### config.mk
export PLATFORM = sky130hd
export DESIGN_NAME = adc_mode_ctrl
export DESIGN_NICKNAME = d
export VERILOG_FILES = /design/src/verilog/adc_mode_pkg.sv /design/src/verilog/adc_mode_ctrl.sv
export VERILOG_INCLUDE_DIRS = /design/src /design/src/verilog
export SDC_FILE = /design/constraint.sdc
export NUM_CORES = 1
export LEC_CHECK = 0
export BUFFER_PORTS_ARGS = -buffer_cell sky130_fd_sc_hd__clkbuf_2
export CORE_AREA = 4 4 125 127
export CTS_CLUSTER_SIZE = 24
export DETAILED_ROUTE_END_ITERATION = 10
export DIE_AREA = 0 0 129 131
export PLACE_DENSITY = 0.74
export SYNTH_ARGS = -nofsm -noshare
export SYNTH_HDL_FRONTEND = slang
export SYNTH_SLANG_ARGS = --single-unit
### constraint.sdc
create_clock -name pclk -period 7 [get_ports pclk]
set_input_delay 0.35 -clock pclk [delete_from_list [all_inputs] [get_ports pclk]]
set_output_delay 0.35 -clock pclk [all_outputs]
set_load 0.05 [all_outputs]
### src/verilog/adc_mode_defs.svh
// Constants and functional notes for the converter mode controller.
// Functional notes
// - The 25th shift clock after data ready keeps the output high.
// - Falling edge of the 26th shift clock starts offset calibration.
// - Calibration end drives the output low to flag new data.
// - First result after calibration is settled and delivered as is.
// - Calibration to data ready is 101.28 ms fast or 801.02 ms slow.
// - Mode times are set for 4.9152 MHz and scale by parameter.
// - Shift clock held high 20 us after data ready enters standby.
// - Standby is accepted at any point of the readback.
// - Output stays high in standby; host keeps the clock high.
// - Clock low wakes from standby; the first result is valid.
// - Plain standby exit gives data ready after 52.51 or 401.8 ms.
// - Clocks to the 25th then standby runs calibration on wake-up.
// - Standby exit with calibration gives data ready after 103 or 803 ms.
// - Shutdown pin low powers the converter down.
// - Power-down resets all converter state; the ctrl and sample registers keep their values.
// - Power-down is accepted at any point of the readback.
// - Shutdown pulse at least 26 us; wake takes 7.95 or 0.16 us.
// - Data ready drives the output low; bits go out MSB first on rises.
// - Shift clocks 21 to 24 each output a one.
// - Rate select low picks 10 SPS timing, high picks 80 SPS.
`ifndef ADC_MODE_DEFS_SVH
`define ADC_MODE_DEFS_SVH

`define PCLK_MHZ           125
`define CONV_FAST_NS       12500000
`define CONV_SLOW_NS       100000000
`define CAL_FAST_NS        101280000
`define CAL_SLOW_NS        801020000
`define STBY_EXIT_FAST_NS  52510000
`define STBY_EXIT_SLOW_NS  401800000
`define STBY_CAL_FAST_NS   103000000
`define STBY_CAL_SLOW_NS   803000000
`define STBY_ACT_NS        20000
`define WAKE_INT_NS        7950
`define WAKE_EXT_NS        160

`define OFF_CTRL           8'h00
`define OFF_SAMPLE         8'h04
`define OFF_STATUS         8'h08
`define CTRL_SPEED_BIT     0
`define CTRL_EXTCLK_BIT    1
`define DATA_BITS          20
`define FRAME_BITS         24
`define TRAIL_ONES         4'hF

`endif

### src/verilog/adc_mode_pkg.sv
// Types for the converter mode controller.
package adc_mode_pkg;

  typedef enum logic [1:0] {
    ST_WAKE = 2'b00,
    ST_CONV = 2'b01,
    ST_STBY = 2'b11,
    ST_CAL  = 2'b10
  } mode_state_t;

  typedef struct packed {
    mode_state_t state;
    logic [31:0] timer;
    logic [4:0]  bitcnt;
    logic [23:0] shift;
    logic        dout;
    logic        seen;
    logic        cal_after;
    logic [11:0] high_cnt;
    logic        sclk1;
    logic        sclk2;
    logic        sclk3;
    logic        shdn1;
    logic        shdn2;
    logic [1:0]  ctrl;
    logic [19:0] sample;
    logic [31:0] prdata;
    logic        pready;
    logic        pslverr;
  } ctl_t;

endpackage

### src/verilog/adc_mode_ctrl.sv
// Pin-driven calibration, standby and power-down control with an APB view.
`include "adc_mode_defs.svh"

module adc_mode_ctrl #(
  parameter logic [31:0] CONV_FAST_CYC =
    32'((64'd`CONV_FAST_NS * 64'd`PCLK_MHZ + 64'd999) / 64'd1000),
  parameter logic [31:0] CONV_SLOW_CYC =
    32'((64'd`CONV_SLOW_NS * 64'd`PCLK_MHZ + 64'd999) / 64'd1000),
  parameter logic [31:0] CAL_FAST_CYC =
    32'((64'd`CAL_FAST_NS * 64'd`PCLK_MHZ + 64'd999) / 64'd1000),
  parameter logic [31:0] CAL_SLOW_CYC =
    32'((64'd`CAL_SLOW_NS * 64'd`PCLK_MHZ + 64'd999) / 64'd1000),
  parameter logic [31:0] EXIT_FAST_CYC =
    32'((64'd`STBY_EXIT_FAST_NS * 64'd`PCLK_MHZ + 64'd999) / 64'd1000),
  parameter logic [31:0] EXIT_SLOW_CYC =
    32'((64'd`STBY_EXIT_SLOW_NS * 64'd`PCLK_MHZ + 64'd999) / 64'd1000),
  parameter logic [31:0] XCAL_FAST_CYC =
    32'((64'd`STBY_CAL_FAST_NS * 64'd`PCLK_MHZ + 64'd999) / 64'd1000),
  parameter logic [31:0] XCAL_SLOW_CYC =
    32'((64'd`STBY_CAL_SLOW_NS * 64'd`PCLK_MHZ + 64'd999) / 64'd1000)
) (
  input  wire logic        pclk,
  input  wire logic        presetn,
  input  wire logic        psel,
  input  wire logic        penable,
  input  wire logic        pwrite,
  input  wire logic [7:0]  paddr,
  input  wire logic [31:0] pwdata,
  output logic      [31:0] prdata,
  output logic             pready,
  output logic             pslverr,
  input  wire logic        shift_clock_pin,
  input  wire logic        shutdown_n_pin,
  output logic             ready_dataout_pin
);

  localparam logic [11:0] STBY_ACT_CYC =
    12'((`STBY_ACT_NS * `PCLK_MHZ + 999) / 1000);
  localparam logic [31:0] WAKE_INT_CYC =
    32'((`WAKE_INT_NS * `PCLK_MHZ + 999) / 1000);
  localparam logic [31:0] WAKE_EXT_CYC =
    32'((`WAKE_EXT_NS * `PCLK_MHZ + 999) / 1000);
  localparam adc_mode_pkg::ctl_t RST_VAL = '{state: adc_mode_pkg::ST_WAKE,
                                              dout:  1'b1,
                                              default: '0};

  adc_mode_pkg::ctl_t st_reg;
  adc_mode_pkg::ctl_t st_next;
  logic               rise;
  logic               fall;
  logic               speed;
  logic [31:0]        conv_load;

  // Decodes a byte address into a register hit.
  function automatic logic reg_hit(input logic [7:0] a);
    reg_hit = (a == `OFF_CTRL) || (a == `OFF_SAMPLE) || (a == `OFF_STATUS);
  endfunction

  // Picks the fast or slow count of a timing pair, loaded as count minus one.
  function automatic logic [31:0] pick(input logic        fast,
                                       input logic [31:0] f,
                                       input logic [31:0] s);
    pick = fast ? f - 32'h1 : s - 32'h1;
  endfunction

  always_comb begin
    st_next = st_reg;
    st_next.sclk1 = shift_clock_pin;
    st_next.sclk2 = st_reg.sclk1;
    st_next.sclk3 = st_reg.sclk2;
    st_next.shdn1 = shutdown_n_pin;
    st_next.shdn2 = st_reg.shdn1;
    rise = st_reg.sclk2 & ~st_reg.sclk3;
    fall = ~st_reg.sclk2 & st_reg.sclk3;
    speed = st_reg.ctrl[`CTRL_SPEED_BIT];
    conv_load = pick(speed, CONV_FAST_CYC, CONV_SLOW_CYC);

    // APB slave: setup cycle prepares the answer, access phase is one cycle.
    st_next.pready = 1'b0;
    st_next.pslverr = 1'b0;
    if (psel && !penable) begin
      st_next.pready = 1'b1;
      st_next.pslverr = !reg_hit(paddr);
      unique case (paddr)
        `OFF_CTRL:   st_next.prdata = {30'h0, st_reg.ctrl};
        `OFF_SAMPLE: st_next.prdata = {12'h0, st_reg.sample};
        `OFF_STATUS: st_next.prdata = {19'h0, st_reg.bitcnt, 3'h0,
                                       !st_reg.shdn2, st_reg.cal_after,
                                       st_reg.seen, st_reg.state};
        default:     st_next.prdata = 32'h0;
      endcase
    end
    if (psel && penable && st_reg.pready && pwrite) begin
      if (paddr == `OFF_CTRL) begin
        st_next.ctrl = pwdata[1:0];
      end
      if (paddr == `OFF_SAMPLE) begin
        st_next.sample = pwdata[19:0];
      end
    end

    // Converter mode sequencing.
    unique case (st_reg.state)
      adc_mode_pkg::ST_WAKE, adc_mode_pkg::ST_CAL: begin
        if (st_reg.timer == 32'h0) begin
          st_next.state = adc_mode_pkg::ST_CONV;
          st_next.dout = 1'b0;
          st_next.shift = {st_reg.sample, `TRAIL_ONES};
          st_next.bitcnt = 5'h0;
          st_next.seen = 1'b1;
          st_next.high_cnt = 12'h0;
          st_next.timer = conv_load;
        end else begin
          st_next.timer = st_reg.timer - 32'h1;
        end
      end
      adc_mode_pkg::ST_CONV: begin
        if (st_reg.timer == 32'h0) begin
          st_next.dout = 1'b0;
          st_next.shift = {st_reg.sample, `TRAIL_ONES};
          st_next.bitcnt = 5'h0;
          st_next.seen = 1'b1;
          st_next.timer = conv_load;
        end else begin
          st_next.timer = st_reg.timer - 32'h1;
          if (st_reg.seen && rise) begin
            if (st_reg.bitcnt != 5'h1F) begin
              st_next.bitcnt = st_reg.bitcnt + 5'h1;
            end
            if (st_reg.bitcnt < 5'(`FRAME_BITS)) begin
              st_next.dout = st_reg.shift[23];
              st_next.shift = {st_reg.shift[22:0], 1'b1};
            end else begin
              st_next.dout = 1'b1;
            end
          end
          if (st_reg.seen && fall && st_reg.bitcnt == 5'd26) begin
            st_next.state = adc_mode_pkg::ST_CAL;
            st_next.dout = 1'b1;
            st_next.seen = 1'b0;
            st_next.timer = pick(speed, CAL_FAST_CYC, CAL_SLOW_CYC);
          end
        end
        if (st_reg.seen && st_reg.sclk2) begin
          st_next.high_cnt = st_reg.high_cnt + 12'h1;
          if (st_reg.high_cnt == STBY_ACT_CYC - 12'h1) begin
            st_next.state = adc_mode_pkg::ST_STBY;
            st_next.dout = 1'b1;
            st_next.seen = 1'b0;
            st_next.cal_after = (st_reg.bitcnt >= 5'd25);
          end
        end else begin
          st_next.high_cnt = 12'h0;
        end
      end
      adc_mode_pkg::ST_STBY: begin
        st_next.dout = 1'b1;
        st_next.high_cnt = 12'h0;
        if (!st_reg.sclk2) begin
          st_next.state = adc_mode_pkg::ST_CAL;
          st_next.timer = st_reg.cal_after ?
            pick(speed, XCAL_FAST_CYC, XCAL_SLOW_CYC) :
            pick(speed, EXIT_FAST_CYC, EXIT_SLOW_CYC);
          st_next.cal_after = 1'b0;
        end
      end
    endcase

    if (!st_reg.shdn2) begin
      st_next.state = adc_mode_pkg::ST_WAKE;
      st_next.timer = st_reg.ctrl[`CTRL_EXTCLK_BIT] ?
        WAKE_EXT_CYC - 32'h1 : WAKE_INT_CYC - 32'h1;
      st_next.bitcnt = 5'h0;
      st_next.shift = 24'h0;
      st_next.dout = 1'b1;
      st_next.seen = 1'b0;
      st_next.cal_after = 1'b0;
      st_next.high_cnt = 12'h0;
    end
  end

  always_ff @(posedge pclk or negedge presetn) begin
    if (!presetn) begin
      st_reg <= RST_VAL;
    end else begin
      st_reg <= st_next;
    end
  end

  assign prdata = st_reg.prdata;
  assign pready = st_reg.pready;
  assign pslverr = st_reg.pslverr;
  assign ready_dataout_pin = st_reg.dout;

endmodule // adc_mode_ctrl

==> results_dict.tcl <==
set metrics [dict create \
    cts.path.max_buffers 2 \
    via_count 6254 \
    cts_tree "built" \
    start_util_pct 49.8 \
    p_leak_nw 3.55 \
    worstMarginPinSlew_ns 1.25 \
    yosysMostFrequentCell "dfrtp_1" \
    synth_top_area_share_pct 43.9 \
    fin_skew_ns 0.0106 \
    outcome "finished with violations" \
    synth-warning-count 0 \
    area_delta_synth_final_pct 10.7 \
    postSynthAreaPerCell_um2 9.42 \
    drtAntennaViolNets 0 \
    grtUsageTotal_pct 23.1 \
    setup_ws_ns 3.64 \
    cts-root-buf "clkbuf_16" \
    place_congestion 0.972 \
    ff2ff_setup_slack_ns 3.64 \
    synthTopCellsByArea "dfrtp_1 44%, mux2_2 3.6%, buf_4 3.3%, nand2_1 3.1%, o21ai_0 3.1%" \
    synth-main-ff-cell "dfrtp_1" \
    wl_per_cell_um 19.6 \
    syn_area_mm2 0.00719 \
    worstPathRequired_ns 7.32 \
    synth-adder-area-share_pct 1.91 \
    cp-start-kind "flop" \
    grt.overflow.total 0 \
    die_h_um 131 \
    synth_edf_count 0 \
    fp.dieW_um 129 \
    rsz0062_at_grt "false" \
    max-vdd-ir-drop_v 0.000180 \
    cts_setup_buffers 0 \
    clk_latency_ns 0.42 \
    cts_sinks 127 \
    regArea_mm2 0.00318 \
    r2r_cells 7 \
    synth-simple-area-share_pct 16.3 \
    fin_crit_ns 3.36 \
    final_util_pct 55.2 \
    dieArea_mm2 0.0169 \
    synth_top_family_by_area "compound AO/OA/AOI/OAI gates" \
    grt_pass1_vias 5933 \
    cts.reportedPaths.clkPinSlew_ns 0.06 \
    postSynth.asyncResetShare_pct 100 \
    num-fill-cells 1244 \
    viasPerCell 6.44 \
    dp_hpwl_um 12800 \
    synth_cell_types 68 \
    drive_gt1_share_pct 16.9 \
    multi_input_area_mm2 0.00354 \
    dr.pass1.iters 6 \
    max_slew_margin_pct 15.9 \
    drc 0 \
    num-nets-final 832 \
    synth_compound_area_share_pct 23.7 \
    pre_cts_slack_ns 3.70 \
    hold_buffers 0 \
    critPathCaptureType "flop" \
    p_total_mw 1.71 \
    largest_reg_flops 100 \
    hold_slack_ns -0.0105 \
    ios 82 \
    seq_area_frac_synth_pct 44.2 \
    fmax_ghz 0.298 \
    cp_max_fo 41 \
    worstReg2RegStart "st_reg[117]$_DFFE_PN0N_" \
    grt_max_degree 69 \
    rows 44 \
    drt-total-wl_um 19000 \
    critPathKind "reg2reg" \
    synthCells 763 \
    ys_ff_latch 127 \
    violations "hold timing" \
    maxSlewViolCount 0 \
    antenna_found_initial 0 \
    io_buffer_count 57 \
    setup_viol 0 \
    coreArea_mm2 0.0144 \
    synth_xor_area_share_pct 1.83 \
    r2r_end "st_reg[84]$_DFFE_PN0P_" \
    layout_worst_path_cycle_share_pct 48.0 \
    cts_max_level 4 \
    synth_top_cell_by_area "dfrtp_1" \
    tns_ns 0 \
    cp.arrival_ns 3.68 \
    synth_commonest_cells "126 x dfrtp_1, 60 x nand2_1, 45 x clkbuf_1, 44 x o21ai_0, 40 x nor2_1" \
    synth.area.mux_share_pct 4.72 \
    maxCapViolations 0 \
    powerDensity_mw_per_mm2 215 \
    ctsResizeCount 0 \
    drt_iter0_drc 766 \
    hold_violations 14 \
    cts_buffers 17 \
    n_antenna_cell 0 \
    grt_pass1_wl_um 31200 \
    min_path_type "in2async" \
]
==> critical path, stage by stage (launching register included) <==
cell	delay, ns
dfrtp_1	0.42
or4_1	0.74
nor3_4	0.39
nand4_1	0.15
buf_4	0.30
nand2_1	0.15
nand3_1	0.65
o2bb2ai_1	0.41
==> worst max-delay path by stage <==
stage                                 start  cells after the start                      end
floorplan           st_reg[107]$_DFFE_PN0N_                      8  st_reg[109]$_DFFE_PN0N_
global placement    st_reg[137]$_DFFE_PN0P_                      6  st_reg[103]$_DFFE_PN0P_
detailed placement  st_reg[137]$_DFFE_PN0P_                      6  st_reg[103]$_DFFE_PN0P_
CTS                 st_reg[107]$_DFFE_PN0N_                      7   st_reg[84]$_DFFE_PN0P_
global route        st_reg[117]$_DFFE_PN0N_                      7   st_reg[77]$_DFFE_PN0P_
finish              st_reg[117]$_DFFE_PN0N_                      7   st_reg[84]$_DFFE_PN0P_
==> per-layer routing <==
metal  routed length, um  up-vias  global-route usage [%]
met1                8230     3068                    31.9
met2                8940      296                    35.8
met4                 486        0                    9.76
li1                    -     2837                       -
met3                1380       53                    4.31
met5                   0        -                       0
==> metrics by stage <==
| step | area (um^2) | cells |
|---|---|---|
| 2_1_floorplan | 7230 | 774 |
| 3_3_place_gp | 7370 | 939 |
| 3_5_place_dp | 7370 | 939 |
| 4_1_cts | 7960 | 971 |
| 5_1_grt | 7960 | 971 |
| 6_report | 7960 | 971 |
==> area by class of cell <==
class / instances / share of cell area (%)
clock inverter: 13 / 1.73
inverter: 21 / 0.991
multi-input combinational: 542 / 44.5
timing repair buffer: 65 / 4.37
sequential: 127 / 40.0
clock buffer: 19 / 5.57
tap: 184 / 2.89
==> where the power goes <==
group	internal, mW	leakage, nW	switching [mW]
combinational	0.0255	1.55	0.0669
sequential	0.741	1.73	0.0101
clock	0.533	0.280	0.333
total	1.30	3.55	0.410
==> cell usage in the layout (no fill, tap or decap), types with 4 or more instances in the layout <==
master	n
a22oi_1	8
a21oi_1	38
a22o_1	16
clkbuf_2	56
and4_1	5
mux2i_1	8
conb_1	12
inv_1	20
o31ai_1	20
nand3_1	25
ha_1	11
nand2_1	60
nor2_1	40
xnor2_1	5
a31oi_1	28
o22ai_1	6
a21boi_0	21
o211ai_1	6
nor4_1	14
or4_1	10
nor3_1	20
buf_4	9
dfrtp_1	126
mux2_2	23
nand4_1	11
a211oi_1	5
or3_1	8
xor2_1	10
clkinv_2	4
nand2b_1	4
nor2b_1	4
clkbuf_16	17
a21o_1	7
o21ai_0	44
o2bb2ai_1	24
and3_1	5
==> kinds of logic (layout without fill, tap and decap cells) <==
logic type,after synthesis,in the layout
fa+ha+maj,11,11
flops,127,127
xor+xnor,15,15
simple gates,225,225
compound gates,248,248
other cells,1,12
buf+inv,105,118
mux,31,31
(Power assumes the default switching activity.)
